$ cat src/include/cswb_pkg.sv
// Purpose: Shared constants and types for the clocked serial word buffer.
// Assumes: APB byte address = register index * 4; 8-bit data in low lane.
// Notes:
// Behaviour
// Wait field stays 00 outside 8-bit transmit/receive; 01/10/11 stretch frame 2/4/8x.
// Word count 000..111 selects one to eight words from buffer word zero.
// 4-bit transfers use the low nibble; received high nibble is zero.
// Transmit from lowest buffer word; store received words in ascending order.
// The programmed word count is kept after every burst.
// Software writes control two only while transfer_active reads zero.
// Control two is write-only; no read-modify-write updates.
// Status bit 7 shows transfer active, bit 6 shows shift active.
// After start clears, transfer_active drops when the transfer ends; abort drops it.
// Pin-set select 0 routes pins to group zero, 1 to group one.
// Software keeps pin-set select fixed while running and sets it first.
// Clock select picks high clock dividers, low clock divider, reserved or external.
// Internal clock is driven on the clock pin, high when transfer starts.
// Internal clock halts after a burst until software services the buffer.
// External clock pulses last at least four machine cycles.
// Software sets the clock pin latch high for external clock input.
// External clock rate stays below about 488.3 kbit/s at 16 MHz.
// Transmit data shifts out on the falling clock pin edge.
// Receive data shifts in on the rising clock pin edge.
// Each word travels least significant bit first.
// A burst-done request is raised when the programmed words are moved.
// Abort ends the transfer at once and clears transfer_active.
// During the inter-word wait the clock idles high.
package cswb_pkg;
  // Register indices (byte address is index times four)
  localparam logic [13:0] IDX_BUF0 = 14'h0FA0;
  localparam logic [13:0] IDX_CTL1 = 14'h0FA8;
  localparam logic [13:0] IDX_CTL2 = 14'h0FA9;
  localparam logic [13:0] IDX_MUL  = 14'h0FB0;
  localparam logic [7:0]  CTL_RST  = 8'h00;
  // Field positions
  localparam int C1_START  = 7;
  localparam int C1_ABORT  = 6;
  localparam int C1_MODE   = 3;
  localparam int C1_CLK    = 0;
  localparam int C2_WAIT   = 3;
  localparam int C2_CNT    = 0;
  localparam int ST_XFER   = 7;
  localparam int ST_SHIFT  = 6;
  localparam int MF_PINSEL = 0;
  localparam int MF_TAP    = 1;
  // Transfer modes
  localparam logic [2:0] MODE_TX8   = 3'h0;
  localparam logic [2:0] MODE_TX4   = 3'h2;
  localparam logic [2:0] MODE_TXRX8 = 3'h4;
  localparam logic [2:0] MODE_RX8   = 3'h5;
  localparam logic [2:0] MODE_RX4   = 3'h6;
  // Clock select codes and divider exponents
  localparam logic [2:0] CLK_SLOW = 3'h0;
  localparam logic [2:0] CLK_RSV  = 3'h6;
  localparam logic [2:0] CLK_EXT  = 3'h7;
  localparam logic [3:0] LOG_LOW  = 4'h5;
  localparam logic [3:0] LOG_SLOW = 4'hD;
  localparam logic [3:0] LOG_BASE = 4'h9;
  // Word geometry
  localparam int         BUF_WORDS = 8;
  localparam logic [3:0] LAST_BIT8 = 4'h7;
  localparam logic [3:0] LAST_BIT4 = 4'h3;
  typedef enum logic [1:0] {ST_IDLE, ST_RUN, ST_GAP, ST_HOLD} cswb_state_type;
endpackage : cswb_pkg
$ cat src/include/cswb_link_if.sv
// Purpose: Bundles between the engine, its clock generator and word buffer.
// Assumes: One clock domain.
// Notes: Events are one-cycle strobes.
`timescale 1ns/1ps
`default_nettype none
interface cswb_link_if;
  logic       run;
  logic       stall;
  logic [2:0] clkSel;
  logic       lowMode;
  logic       lowTick;
  logic       extSck;
  logic       fallEv;
  logic       riseEv;
  logic       periodTick;
  logic       sckLevel;
  logic       apbWr;
  logic [2:0] apbIdx;
  logic [7:0] apbData;
  logic [7:0] apbRdData;
  logic       engWr;
  logic [2:0] engIdx;
  logic [7:0] engData;
  logic [7:0] engRdData;
  modport gen (input run, stall, clkSel, lowMode, lowTick, extSck,
               output fallEv, riseEv, periodTick, sckLevel);
  modport store (input apbWr, apbIdx, apbData, engWr, engIdx, engData,
                 output apbRdData, engRdData);
  modport eng (output run, stall, clkSel, lowMode, lowTick, extSck,
               apbWr, apbIdx, apbData, engWr, engIdx, engData,
               input fallEv, riseEv, periodTick, sckLevel, apbRdData, engRdData);
endinterface : cswb_link_if
`default_nettype wire

$ cat src/hdl/cswb_clkgen.sv
// Purpose: Serial clock source: divided high or low clock, or external pin.
// Assumes: External clock input is synchronous to clk.
// Notes: Stall holds the clock high; events mark pin edges.
`timescale 1ns/1ps
`default_nettype none
module cswb_clkgen
  import cswb_pkg::*;
(
  // Clock and reset
  input wire logic  clk,
  input wire logic  rst_n,
  // Engine bundle
  cswb_link_if.gen  bus
);
  logic [12:0] div_r;
  logic [12:0] halfLim;
  logic [3:0]  logDiv;
  logic        sck_r;
  logic        phase_r;
  logic        extPrev_r;
  logic        useLow;
  logic        intOk;
  logic        baseTick;
  logic        halfTick;
  logic        isExt;

  // divider choice
  always_comb begin
    useLow = bus.lowMode && bus.clkSel == CLK_SLOW;
    if (useLow) begin
      logDiv = LOG_LOW;
    end else if (bus.clkSel == CLK_SLOW) begin
      logDiv = LOG_SLOW;
    end else begin
      logDiv = LOG_BASE - {1'b0, bus.clkSel};
    end
  end
  assign isExt    = bus.clkSel == CLK_EXT;
  assign intOk    = !isExt && bus.clkSel != CLK_RSV;
  assign baseTick = useLow ? bus.lowTick : 1'b1;
  assign halfLim  = (13'd1 << (logDiv - 4'd1)) - 13'd1;
  assign halfTick = intOk && bus.run && baseTick && div_r == halfLim;

  // Half-period counter
  always_ff @(posedge clk or negedge rst_n) begin
    if (!rst_n) begin
      div_r <= '0;
    end else if (!bus.run) begin
      div_r <= '0;
    end else if (baseTick) begin
      div_r <= halfTick ? '0 : div_r + 13'd1;
    end
  end

  // clock idles high, R23 held high while stalled
  always_ff @(posedge clk or negedge rst_n) begin
    if (!rst_n) begin
      sck_r   <= 1'b1;
      phase_r <= 1'b0;
    end else if (!bus.run) begin
      sck_r   <= 1'b1;
      phase_r <= 1'b0;
    end else if (halfTick) begin
      phase_r <= ~phase_r;
      if (!bus.stall || !sck_r) begin
        sck_r <= ~sck_r;
      end
    end
  end

  // External pin history
  always_ff @(posedge clk or negedge rst_n) begin
    if (!rst_n) begin
      extPrev_r <= 1'b1;
    end else begin
      extPrev_r <= bus.extSck;
    end
  end

  // Edge events towards the engine
  assign bus.fallEv = isExt ? bus.run && extPrev_r && !bus.extSck
                            : halfTick && sck_r && !bus.stall;
  assign bus.riseEv = isExt ? bus.run && !extPrev_r && bus.extSck
                            : halfTick && !sck_r;
  assign bus.periodTick = halfTick && phase_r;
  assign bus.sckLevel   = sck_r;
endmodule : cswb_clkgen
`default_nettype wire

$ cat src/hdl/cswb_top.sv
// Purpose: Clocked serial interface with an eight-word buffer on APB.
// Assumes: Pins synchronous to clk; pready always high.
// Notes: Control one is write-only and reads zero.
`timescale 1ns/1ps
`default_nettype none
module cswb_top
  import cswb_pkg::*;
(
  // Clock and reset
  input  wire logic        clk,
  input  wire logic        rstn,
  // APB slave
  input  wire logic        psel,
  input  wire logic        penable,
  input  wire logic        pwrite,
  input  wire logic [15:0] paddr,
  input  wire logic [31:0] pwdata,
  output logic      [31:0] prdata,
  output logic             pready,
  output logic             pslverr,
  // Low clock and operating mode
  input  wire logic        lowClkTick,
  input  wire logic        slowMode,
  // Serial pins, index is pin group
  input  wire logic [1:0]  sinPin,
  output logic      [1:0]  soutPin,
  output logic      [1:0]  soutOe_n,
  input  wire logic [1:0]  sckPinIn,
  output logic      [1:0]  sckPinOut,
  output logic      [1:0]  sckOe_n,
  // Burst event
  output logic             burstDoneIrq
);
  logic           rstMeta_r;
  logic           rstSync_n;
  logic [13:0]    idx;
  logic           setup;
  logic           wrEn;
  logic           rdEn;
  logic           hitBuf;
  logic           hitCtl1;
  logic           hitCtl2;
  logic           hitMul;
  logic           mapped;
  logic [7:0]     rdByte;
  logic [7:0]     statusByte;
  logic           start_r;
  logic [2:0]     mode_r;
  logic [2:0]     clkSel_r;
  logic [1:0]     wait_r;
  logic [2:0]     cnt_r;
  logic           pinSel_r;
  logic           tap_r;
  logic           abortP;
  logic           txMode;
  logic           rxMode;
  logic           fourMode;
  logic           extClk;
  logic           startGo;
  logic           serviced;
  logic           lastBit;
  logic           wordDone;
  logic           burstEnd;
  logic           holdGo;
  logic           loadNow;
  logic [2:0]     nextIdx;
  logic [5:0]     gapLen;
  logic           sinBit;
  logic [7:0]     rxWord;
  cswb_state_type state_r;
  logic [2:0]     wordIdx_r;
  logic [3:0]     bitCnt_r;
  logic [7:0]     shift_r;
  logic           sout_r;
  logic [5:0]     gap_r;
  logic           irq_r;
  logic           loadLate_r;

  cswb_link_if bus ();

  // Reset release through two flip-flops
  always_ff @(posedge clk or negedge rstn) begin
    if (!rstn) begin
      rstMeta_r <= 1'b0;
      rstSync_n <= 1'b0;
    end else begin
      rstMeta_r <= 1'b1;
      rstSync_n <= rstMeta_r;
    end
  end

  // APB decode, zero wait states
  assign idx     = paddr[15:2];
  assign setup   = psel && !penable;
  assign wrEn    = psel && penable && pwrite;
  assign rdEn    = psel && penable && !pwrite;
  assign hitBuf  = idx[13:3] == IDX_BUF0[13:3];
  assign hitCtl1 = idx == IDX_CTL1;
  assign hitCtl2 = idx == IDX_CTL2;
  assign hitMul  = idx == IDX_MUL;
  assign mapped  = hitBuf || hitCtl1 || hitCtl2 || hitMul;
  assign pready  = 1'b1;
  assign pslverr = psel && penable && !mapped;

  // status byte
  assign statusByte = {state_r != ST_IDLE, state_r == ST_RUN, 6'h00};

  // Read mux
  always_comb begin
    if (hitBuf) begin
      rdByte = bus.apbRdData;
    end else if (hitCtl2) begin
      rdByte = statusByte;
    end else if (hitMul) begin
      rdByte = {6'h00, tap_r, pinSel_r};
    end else begin
      rdByte = 8'h00;
    end
  end

  // Read data captured in setup phase
  always_ff @(posedge clk or negedge rstSync_n) begin
    if (!rstSync_n) begin
      prdata <= '0;
    end else if (setup && !pwrite) begin
      prdata <= {24'h00_0000, rdByte};
    end
  end

  // Control one, abort is a self-clearing pulse
  assign abortP = wrEn && hitCtl1 && pwdata[C1_ABORT];
  always_ff @(posedge clk or negedge rstSync_n) begin
    if (!rstSync_n) begin
      start_r  <= CTL_RST[C1_START];
      mode_r   <= CTL_RST[C1_MODE +: 3];
      clkSel_r <= CTL_RST[C1_CLK +: 3];
    end else if (wrEn && hitCtl1) begin
      start_r  <= pwdata[C1_START] && !pwdata[C1_ABORT];
      mode_r   <= pwdata[C1_MODE +: 3];
      clkSel_r <= pwdata[C1_CLK +: 3];
    end
  end

  // control two holds its count until rewritten
  always_ff @(posedge clk or negedge rstSync_n) begin
    if (!rstSync_n) begin
      wait_r <= CTL_RST[C2_WAIT +: 2];
      cnt_r  <= CTL_RST[C2_CNT +: 3];
    end else if (wrEn && hitCtl2) begin
      wait_r <= pwdata[C2_WAIT +: 2];
      cnt_r  <= pwdata[C2_CNT +: 3];
    end
  end

  // Multi-function register
  always_ff @(posedge clk or negedge rstSync_n) begin
    if (!rstSync_n) begin
      pinSel_r <= CTL_RST[MF_PINSEL];
      tap_r    <= CTL_RST[MF_TAP];
    end else if (wrEn && hitMul) begin
      pinSel_r <= pwdata[MF_PINSEL];
      tap_r    <= pwdata[MF_TAP];
    end
  end

  // Mode decode
  assign txMode   = mode_r == MODE_TX8 || mode_r == MODE_TX4 || mode_r == MODE_TXRX8;
  assign rxMode   = mode_r == MODE_TXRX8 || mode_r == MODE_RX8 || mode_r == MODE_RX4;
  assign fourMode = mode_r == MODE_TX4 || mode_r == MODE_RX4;
  assign extClk   = clkSel_r == CLK_EXT;
  assign startGo  = state_r == ST_IDLE && start_r && (txMode || rxMode)
                    && clkSel_r != CLK_RSV;
  // a buffer write (transmit) or read (receive) releases the hold
  assign serviced = rxMode ? rdEn && hitBuf : wrEn && hitBuf;
  assign holdGo   = state_r == ST_HOLD && start_r && serviced;

  // word length, R2 burst length against the count
  assign lastBit  = bitCnt_r == (fourMode ? LAST_BIT4 : LAST_BIT8);
  assign wordDone = state_r == ST_RUN && bus.riseEv && lastBit;
  assign burstEnd = wordDone && wordIdx_r == cnt_r;
  assign nextIdx  = burstEnd ? 3'h0 : wordIdx_r + 3'h1;
  assign loadNow  = startGo || holdGo || wordDone;
  // gap of one, three or seven data times, eight bit periods each
  assign gapLen   = {3'((4'h1 << wait_r) - 4'h1), 3'h0};

  // Transfer sequencer
  always_ff @(posedge clk or negedge rstSync_n) begin
    if (!rstSync_n) begin
      state_r <= ST_IDLE;
    end else if (abortP) begin
      // abort ends at once
      state_r <= ST_IDLE;
    end else begin
      case (state_r)
        ST_IDLE: begin
          if (startGo) begin
            state_r <= ST_RUN;
          end
        end
        ST_RUN: begin
          if (wordDone) begin
            // stop request ends after the current word
            if (!start_r) begin
              state_r <= ST_IDLE;
            end else if (burstEnd) begin
              // internal clock waits for the buffer
              state_r <= extClk ? ST_RUN : ST_HOLD;
            end else if (gapLen != 6'h00 && !extClk) begin
              state_r <= ST_GAP;
            end
          end
        end
        ST_GAP: begin
          // clock idles high for the frame remainder
          if (bus.periodTick && gap_r == 6'h01) begin
            state_r <= start_r ? ST_RUN : ST_IDLE;
          end
        end
        ST_HOLD: begin
          if (!start_r) begin
            state_r <= ST_IDLE;
          end else if (serviced) begin
            state_r <= ST_RUN;
          end
        end
        default: begin
          state_r <= ST_IDLE;
        end
      endcase
    end
  end

  // Gap counter in bit periods
  always_ff @(posedge clk or negedge rstSync_n) begin
    if (!rstSync_n) begin
      gap_r <= '0;
    end else if (wordDone) begin
      gap_r <= gapLen;
    end else if (state_r == ST_GAP && bus.periodTick) begin
      gap_r <= gap_r - 6'h01;
    end
  end

  // words walk upward from buffer word zero
  always_ff @(posedge clk or negedge rstSync_n) begin
    if (!rstSync_n) begin
      wordIdx_r <= '0;
    end else if (abortP || startGo) begin
      wordIdx_r <= '0;
    end else if (wordDone) begin
      wordIdx_r <= nextIdx;
    end
  end

  // Bit counter, rising pin edges only
  always_ff @(posedge clk or negedge rstSync_n) begin
    if (!rstSync_n) begin
      bitCnt_r <= '0;
    end else if (loadNow || state_r == ST_IDLE) begin
      bitCnt_r <= '0;
    end else if (state_r == ST_RUN && bus.riseEv) begin
      bitCnt_r <= bitCnt_r + 4'h1;
    end
  end

  // rise in, R20 LSB first; next word loads a cycle after the receive write
  assign sinBit = sinPin[pinSel_r];
  always_ff @(posedge clk or negedge rstSync_n) begin
    if (!rstSync_n) begin
      shift_r    <= '0;
      loadLate_r <= 1'b0;
    end else begin
      loadLate_r <= wordDone;
      if (startGo || holdGo || loadLate_r) begin
        shift_r <= (bus.apbWr && bus.apbIdx == bus.engIdx) ? bus.apbData : bus.engRdData;
      end else if (state_r == ST_RUN && bus.riseEv) begin
        shift_r <= {sinBit, shift_r[7:1]};
      end
    end
  end

  // transmit bit changes on the falling edge
  always_ff @(posedge clk or negedge rstSync_n) begin
    if (!rstSync_n) begin
      sout_r <= 1'b1;
    end else if (state_r == ST_RUN && bus.fallEv) begin
      sout_r <= shift_r[0];
    end
  end

  // received nibble lands low, upper half zero
  assign rxWord = fourMode ? {4'h0, sinBit, shift_r[7:5]} : {sinBit, shift_r[7:1]};

  // burst-done request
  always_ff @(posedge clk or negedge rstSync_n) begin
    if (!rstSync_n) begin
      irq_r <= 1'b0;
    end else begin
      irq_r <= burstEnd && !abortP;
    end
  end
  assign burstDoneIrq = irq_r;

  // Bundle wiring
  assign bus.run     = state_r != ST_IDLE;
  assign bus.stall   = state_r != ST_RUN;
  assign bus.clkSel  = clkSel_r;
  assign bus.lowMode = tap_r || slowMode;
  assign bus.lowTick = lowClkTick;
  assign bus.extSck  = sckPinIn[pinSel_r];
  assign bus.apbWr   = wrEn && hitBuf;
  assign bus.apbIdx  = idx[2:0];
  assign bus.apbData = pwdata[7:0];
  assign bus.engWr   = wordDone && rxMode;
  assign bus.engIdx  = startGo ? 3'h0 : wordIdx_r;
  assign bus.engData = rxWord;

  // pin group routing, R13 internal clock driven out
  for (genvar g = 0; g < 2; g++) begin : g_pins
    assign soutPin[g]   = sout_r;
    assign soutOe_n[g]  = pinSel_r != 1'(g);
    assign sckPinOut[g] = bus.sckLevel;
    assign sckOe_n[g]   = pinSel_r != 1'(g) || extClk;
  end

  cswb_clkgen u_clkgen (
    .clk   (clk),
    .rst_n (rstSync_n),
    .bus   (bus.gen)
  );

  cswb_wordbuf u_wordbuf (
    .clk   (clk),
    .rst_n (rstSync_n),
    .bus   (bus.store)
  );
endmodule : cswb_top
`default_nettype wire

$ cat src/hdl/cswb_wordbuf.sv
// Purpose: Eight-word data buffer shared by software and the shift engine.
// Assumes: Engine write wins over a software write to the same word.
// Notes: Reads are combinational.
`timescale 1ns/1ps
`default_nettype none
module cswb_wordbuf
  import cswb_pkg::*;
(
  // Clock and reset
  input wire logic    clk,
  input wire logic    rst_n,
  // Access bundle
  cswb_link_if.store  bus
);
  logic [7:0] mem [BUF_WORDS];

  // One storage word per entry
  for (genvar i = 0; i < BUF_WORDS; i++) begin : g_word
    always_ff @(posedge clk or negedge rst_n) begin
      if (!rst_n) begin
        mem[i] <= 8'h00;
      end else if (bus.engWr && bus.engIdx == 3'(i)) begin
        mem[i] <= bus.engData;
      end else if (bus.apbWr && bus.apbIdx == 3'(i)) begin
        mem[i] <= bus.apbData;
      end
    end
  end

  // Read ports
  assign bus.apbRdData = mem[bus.apbIdx];
  assign bus.engRdData = mem[bus.engIdx];
endmodule : cswb_wordbuf
`default_nettype wire

$ cat config.mk
export PLATFORM = sky130hd
export DESIGN_NAME = cswb_top
export DESIGN_NICKNAME = d
export VERILOG_FILES = /design/src/include/cswb_pkg.sv /design/src/include/cswb_link_if.sv /design/src/hdl/cswb_clkgen.sv /design/src/hdl/cswb_top.sv /design/src/hdl/cswb_wordbuf.sv
export SDC_FILE = /design/constraint.sdc
export NUM_CORES = 1
export LEC_CHECK = 0
export BUFFER_PORTS_ARGS = -buffer_cell sky130_fd_sc_hd__buf_2
export CAP_MARGIN = 20
export CORE_MARGIN = 10
export CORE_UTILIZATION = 30
export DETAILED_ROUTE_END_ITERATION = 8
export SYNTH_ARGS = -nofsm -noshare
export SYNTH_HDL_FRONTEND = slang
export SYNTH_SLANG_ARGS = --single-unit
$ cat constraint.sdc
create_clock -name clk -period 7 [get_ports clk]
set_clock_uncertainty 0.15 [all_clocks]
set_input_delay 0.7 -clock clk [delete_from_list [all_inputs] [get_ports clk]]
set_output_delay 0.7 -clock clk [all_outputs]
set_load 0.01 [all_outputs]
==> flow_summary.ini, run 1 <==
[sta]
max_clock_freq_ghz = 0.1767
layout_worst_path_cycle_share_pct = 80.86
timing_worst_slew_pin_value_ns = 1.128
final-setup-viol-count = 0
timing.setup.tns_ns = 0
finalHoldViolCount = 0
final-max-slew-violation-count = 0
rsz0062_at_grt = false
maxSlewHeadroom_pct = 23.76
fin_crit_ns = 5.660

[power_and_ir_drop]
power_switching_share_pct = 28.42
power.internal_mw = 1.426
pwr_density_cell_nw_per_um2 = 203.0
power_frac_seq_pct = 43.2
worst_case_vdd_ir_drop_v = 0.0001438
power.switching_uw = 566.4
power.static_leakage_nw = 4.246
share_of_total_power_in_combinational_logic_pct = 13.4
power.share.clock_pct = 43.4

[detailed_routing]
detail_route.wirelength.met1_um = 11510
drt-initial-drc-count = 527
detail_route.wl_per_cell_um = 20.07
detail_route.drc_violations = 0
via_count = 6997
routed_via_density = 5.382
dr_wl_met3_um = 2309
met2_wirelength_um = 11770
uppermost_layer_routed = met5
detail_route.wirelength_um = 26090
drtAntennaViolNets = 0
drt_first_pass_iters = 5

[floorplan]
row_count = 62
die_area_sq_um = 36550
die_height_um = 191.2
die_w_um = 191.2
ioPinCount = 102
placeableCoreArea_sq_um = 28780
initial_core_utilization_pct = 30.55

[clocking]
clk_pin_slew_ns = 0.06
htree_num_levels = 4
cts_setup_buffers = 0
cts_inserted_buffers = 17
tritoncts_clock_tree = built
clockRootBuffer = clkbuf_16
clock_insertion_delay_worst_skew_ns = 0.43
clkSinkCount = 130
cts-resized-gates = 0
cts_max_path_buffers = 2

[hold_path]
hold_path.class = reg2reg

[yosys]
synth_top_area_cell = dfrtp_1
yosysSeqAreaShare_pct = 37.05
yosys_warnings = 0
synth.cells.most_frequent = mux2i_1 (152), dfrtp_1 (127), nand2_1 (63)
yosysMostFrequentCell = mux2i_1
synth_top_cell_area_share_pct = 36.15
number_of_enable_flip_flop_cells_after_synthesis = 0
synth_area_per_cell_sq_um = 9.922
ys_seq_elements = 130
post_synth_main_area_contributors = dfrtp_1 (36%), mux2i_1 (17%), mux4_2 (4.9%)
synthCells = 886
synth.lib_cells_used.distinct = 66
share_of_flip_flops_with_an_asynchronous_set_or_reset_after_synthesis_pct = 100.0
primary_ff_master_synth = dfrtp_1
syn_area_sq_um = 8791

[outcome]
run_status = complete, no violations

[global_routing]
grt_antenna_before_repair = 2
grt_first_pass_wirelength_um = 40320
grt_max_degree = 75
grt_pass1_vias = 6836
grt_remaining_overflow = 0
grt.total_usage_pct = 14.18

[setup_path]
critical_path.startpoint_type = flip-flop
worst-endpoint-required_ns = 7.19
timing.critical_path.arrival_ns = 5.86
critical_path_peak_fanout = 24
critical_path_class = reg2reg
crit_path_end_kind = flip-flop

[final_layout]
drive_gt1_share_pct = 16.83
syn2layout_area_growth_pct = 11.67
layout.cells.non_filler = 1300
nNetsFinal = 972

[placement]
detailed_place_hpwl_um = 17960
portBuffers = 50
place.gp.congestion = 0.8683
place.detailed.instances = 1267

[run]
max-cap-violations = 0
==> placed cells by master (no fill, tap or decap), types with 4 or more instances in the layout <==
cell type  synthesis  routed
nor3_1            20      20
xor2_1            19      19
conb_1             2      26
o21ai_0           47      47
nor2_1            51      51
buf_2              6      51
mux2i_1          152     152
nand3b_1           4       4
a221oi_1           5       5
o31ai_1            6       6
nor3b_1            7       7
buf_4             33      12
dfrtp_1          127     126
and3_1            12      12
or2_2              6       6
xnor2_1           22      22
o22ai_1            4       4
ha_1               9       9
nand4_1           12      12
a211oi_1          10      10
nor2b_1           14      14
a31oi_1            9       9
a22oi_1            5       5
clkbuf_16          0      17
or3_1              5       5
nand2b_1           5       5
mux2_2            18      18
inv_1             17      17
nand3_1           26      26
mux4_2            19      19
a21oi_1           33      33
nand2_1           63      63
nand4b_1           4       4
clkinv_2           0       4
==> what timing repair did <==
| action | in CTS | in global routing |
|---|---|---|
| endpoints found under the hold margin | 2 | 0 |
| hold buffers | 1 | 0 |
| endpoints found under the setup margin | 0 | 0 |
==> final timing paths <==
kind	start	endpoint	slack, ns	depth (start not counted)
min reg2reg	rstMeta_r	rstSync_n	0.20	0
max reg2reg	bus.clkSel[1]	u_wordbuf.mem[10]	1.34	14
max	bus.clkSel[1]	u_wordbuf.mem[10]	1.34	14
min	rstMeta_r	rstSync_n	0.20	0
max in group asynchronous	rstSync_n	prdata[6]	4.98	1
min in group asynchronous	rstSync_n	u_wordbuf.mem[8]	0.25	0
==> metrics by stage <==
| step | util [%] | cell area, sq um | hold slack [ns] | setup slack [ns] | power, mW |
|---|---|---|---|---|---|
| floorplan | - | 8881 | 0.1812 | 2.919 | 1.062 |
| global placement | 32.08 | 9233 | 0.1814 | 1.384 | 1.135 |
| detailed placement | 32.11 | 9240 | 0.1864 | 1.387 | 1.139 |
| CTS | 34.08 | 9809 | 0.1998 | 1.360 | 2.007 |
| global route | 34.11 | 9817 | 0.2126 | 0.7449 | 2.081 |
| finish | 34.11 | 9817 | 0.2008 | 1.340 | 1.993 |
==> cells by family (layout without fill, tap and decap cells) <==
group	count (synthesis)	in the layout	synth area share (%)
XOR/XNOR	41	41	4.085
buffers and inverters	106	111	6.021
other	2	27	0.08543
flip-flops	130	130	37.05
AO/OA/AOI/OAI	151	151	11.10
adder cells (fa/ha/maj)	9	9	1.281
AND/OR/NAND/NOR	258	258	15.90
multiplexers	189	189	24.48
==> sequential cells by signal, indices dropped and copies added, names as in the netlist, 3 cells and up <==
name	flops
u_wordbuf.mem	64
u_clkgen.div_r	13
prdata	8
shift_r	8
gap_r	6
bitCnt_r	4
bus.clkSel	3
cnt_r	3
mode_r	3
wordIdx_r	3
==> cell type report <==
type / count / area [sq um]
Multi-Input combinational cell: 674 / 5095
Sequential cell: 130 / 3261
Fill cell: 2931 / 18960
Antenna cell: 1 / 2.502
Timing Repair Buffer: 64 / 355.3
Tap cell: 384 / 480.5
Inverter: 17 / 63.81
Clock inverter: 10 / 112.6
Clock buffer: 20 / 446.7
==> critical path, cell delays in order, from the launching register on <==
cell,delay (ns)
dfrtp_1,0.83
inv_1,0.22
ha_1,0.66
nor2_1,0.16
nand2_1,0.14
ha_1,0.35
mux2i_1,0.22
nor2_1,0.06
o31a_1,0.28
o21a_1,0.17
nor3_1,0.21
and3_1,0.58
a21oi_4,0.28
nor4_4,0.97
mux2i_1,0.28
==> metal layers <==
metal	up-vias	track usage, %
li1	3219	-
met1	3459	18.79
met2	277	22.20
met3	40	3.663
met4	2	4.387
met5	-	0
==> power groups by stage <==
stage | Clock, mW | Sequential (mW) | Combinational, mW
finish | 0.864 | 0.862 | 0.267
global route | 0.915 | 0.869 | 0.297
CTS | 0.879 | 0.861 | 0.267
detailed placement | 0 | 0.874 | 0.266
global placement | 0 | 0.873 | 0.263
floorplan | 0 | 0.855 | 0.207
(Power assumes the default switching activity.)
==> run 2, diff against run 1 <==
==> constraint.sdc (replaced) <==
create_clock -name clk -period 4.93 [get_ports clk]
set_clock_uncertainty 0.15 [all_clocks]
set_input_delay 0.493 -clock clk [delete_from_list [all_inputs] [get_ports clk]]
set_output_delay 0.493 -clock clk [all_outputs]
set_load 0.01 [all_outputs]
==> run 2 against run 1 <==
Design area is 1.6% higher. Count of clock-buffer cells in the layout is 2 higher. Core utilization is 0.55 points higher. Critical path type unchanged. Highest routed layer unchanged.
==> flow_summary.ini, run 2 (synthesized netlist as in run 1, its figures left out) <==
[clocking]
clock_insertion_delay_worst_skew_ns = 0.42
clk_pin_slew_ns = 0.05
cts-resized-gates = 0
cts_max_path_buffers = 2
clkSinkCount = 130
cts_inserted_buffers = 17
tritoncts_clock_tree = built
clockRootBuffer = clkbuf_16
htree_num_levels = 4

[setup_path]
critical_path_peak_fanout = 16
timing.critical_path.arrival_ns = 4.37
crit_path_end_kind = flip-flop
critical_path.startpoint_type = flip-flop
worst-endpoint-required_ns = 5.11
critical_path_class = reg2reg

[global_routing]
met1_usage_pct = 19.64
grt_most_used_layer = met2
grt.total_usage_pct = 14.70
grt_remaining_overflow = 0
grt_max_degree = 71
groute.layer.met3.usage_pct = 3.808
grt_first_pass_wirelength_um = 41790
grt_antenna_before_repair = 2
grt_pass1_vias = 7070
met2_use_gr_pct = 22.24

[sta]
rsz0062_at_grt = false
fin_crit_ns = 4.188
max_clock_freq_ghz = 0.2388
maxSlewHeadroom_pct = 33.38
final-max-slew-violation-count = 0
timing.setup.tns_ns = 0
layout_worst_path_cycle_share_pct = 84.96
finalHoldViolCount = 0
timing_worst_slew_pin_value_ns = 0.9993
final-setup-viol-count = 0
final_critical_path_setup_slack_ns = 0.7415

[final_layout]
layout.cells.most_common = mux2i_1
layout_common_cells = mux2i_1 (152), dfrtp_1 (126), nand2_1 (63)
layout.cells.non_filler = 1319
flip_flop_count_of_the_largest_register_all_copies_and_words_added = 64
drive_gt1_share_pct = 18.52
nNetsFinal = 990
regMostFlops = u_wordbuf.mem
biggestRegsByFlops = u_wordbuf.mem (64), u_clkgen.div_r (13)
syn2layout_area_growth_pct = 13.48

[detailed_routing]
routed_via_density = 5.406
drtAntennaViolNets = 0
detail_route.drc_violations = 0
via_count = 7131
drt-initial-drc-count = 598
detail_route.wl_per_cell_um = 20.34
detail_route.wirelength_um = 26830
drt_first_pass_iters = 7

[placement]
place.gp.congestion = 0.8685
detailed_place_hpwl_um = 18480
place.detailed.instances = 1285
detailedPlace.worstSlack_ns = 0.8166
portBuffers = 50

[floorplan]
die_area_sq_um = 36550
ioPinCount = 102
row_count = 62
initial_core_utilization_pct = 30.55
die_height_um = 191.2
placeableCoreArea_sq_um = 28780
die_w_um = 191.2

[run]
max-cap-violations = 0

[hold_path]
hold_path.class = reg2reg

[power_and_ir_drop]
power.static_leakage_nw = 4.343
worst_case_vdd_ir_drop_v = 0.0002175
pwr_density_cell_nw_per_um2 = 287.1

[outcome]
run_status = complete, no violations
-- run 2: final timing paths --
| kind | slack (ns) | end | start | cells after the start |
|---|---|---|---|---|
| worst max-delay path | 0.74 | u_wordbuf.mem[8] | bus.clkSel[1] | 15 |
| worst min-delay path | 0.20 | rstSync_n | rstMeta_r | 0 |
| worst max register to register | 0.74 | u_wordbuf.mem[8] | bus.clkSel[1] | 15 |
| worst min register to register | 0.20 | rstSync_n | rstMeta_r | 0 |
| max in group asynchronous | 3.30 | prdata[0] | rstSync_n | 1 |
| min in group asynchronous | 0.25 | rstMeta_r | rstn | 2 |
-- run 2: critical path: stages, from the launching register on --
cell and delay [ns]:
dfrtp_1 0.38, inv_1 0.14, ha_1 0.48, nor2_1 0.14, nand2_1 0.12, ha_1 0.37, mux2i_1 0.23, nor2_1 0.05
o31a_1 0.27, o21a_1 0.17, nor3_1 0.29, and3_1 0.29, a21oi_4 0.18, nor4_4 0.30, buf_4 0.29, mux2i_1 0.23
-- run 2: layer usage --
metal	wire length (um)	part of all wire (%)
met2	11950	45
met3	2142	8.0
met4	752	2.8
met1	11960	45
met5	20	0.075
-- run 2: final cells by class --
class / count / area (sq um)
diodes: 1 / 2.502
fillers: 2936 / 18800
clock buffers: 22 / 474.2
flip-flops and latches: 130 / 3261
multi-input cells: 674 / 5095
repair buffers: 82 / 493.0
inverters: 17 / 63.81
clock inverters: 9 / 106.4
well taps: 384 / 480.5
-- run 2: per-stage QoR --
stage / hold WS (ns) / cell area [sq um] / total power, mW / utilization (%)
floorplan: 0.04741 / 8881 / 1.507 / -
global placement: 0.1363 / 9375 / 1.620 / 32.58
detailed placement: 0.1383 / 9375 / 1.628 / 32.58
CTS: 0.1993 / 9966 / 2.893 / 34.63
global route: 0.2088 / 9976 / 2.995 / 34.66
finish: 0.1953 / 9976 / 2.864 / 34.66
-- run 2: what timing repair did --
item / 4_1_cts / 5_1_grt
endpoints found under the setup margin: 0 / 0
buffers inserted: 0 / 0
endpoints found under the hold margin: 2 / 0
hold buffers: 1 / 0
-- run 2: power breakdown --
part,switching (mW),leakage [nW],internal (mW)
combinational,0.240,2.32,0.146
sequential,0.0912,1.74,1.13
clock,0.473,0.278,0.779
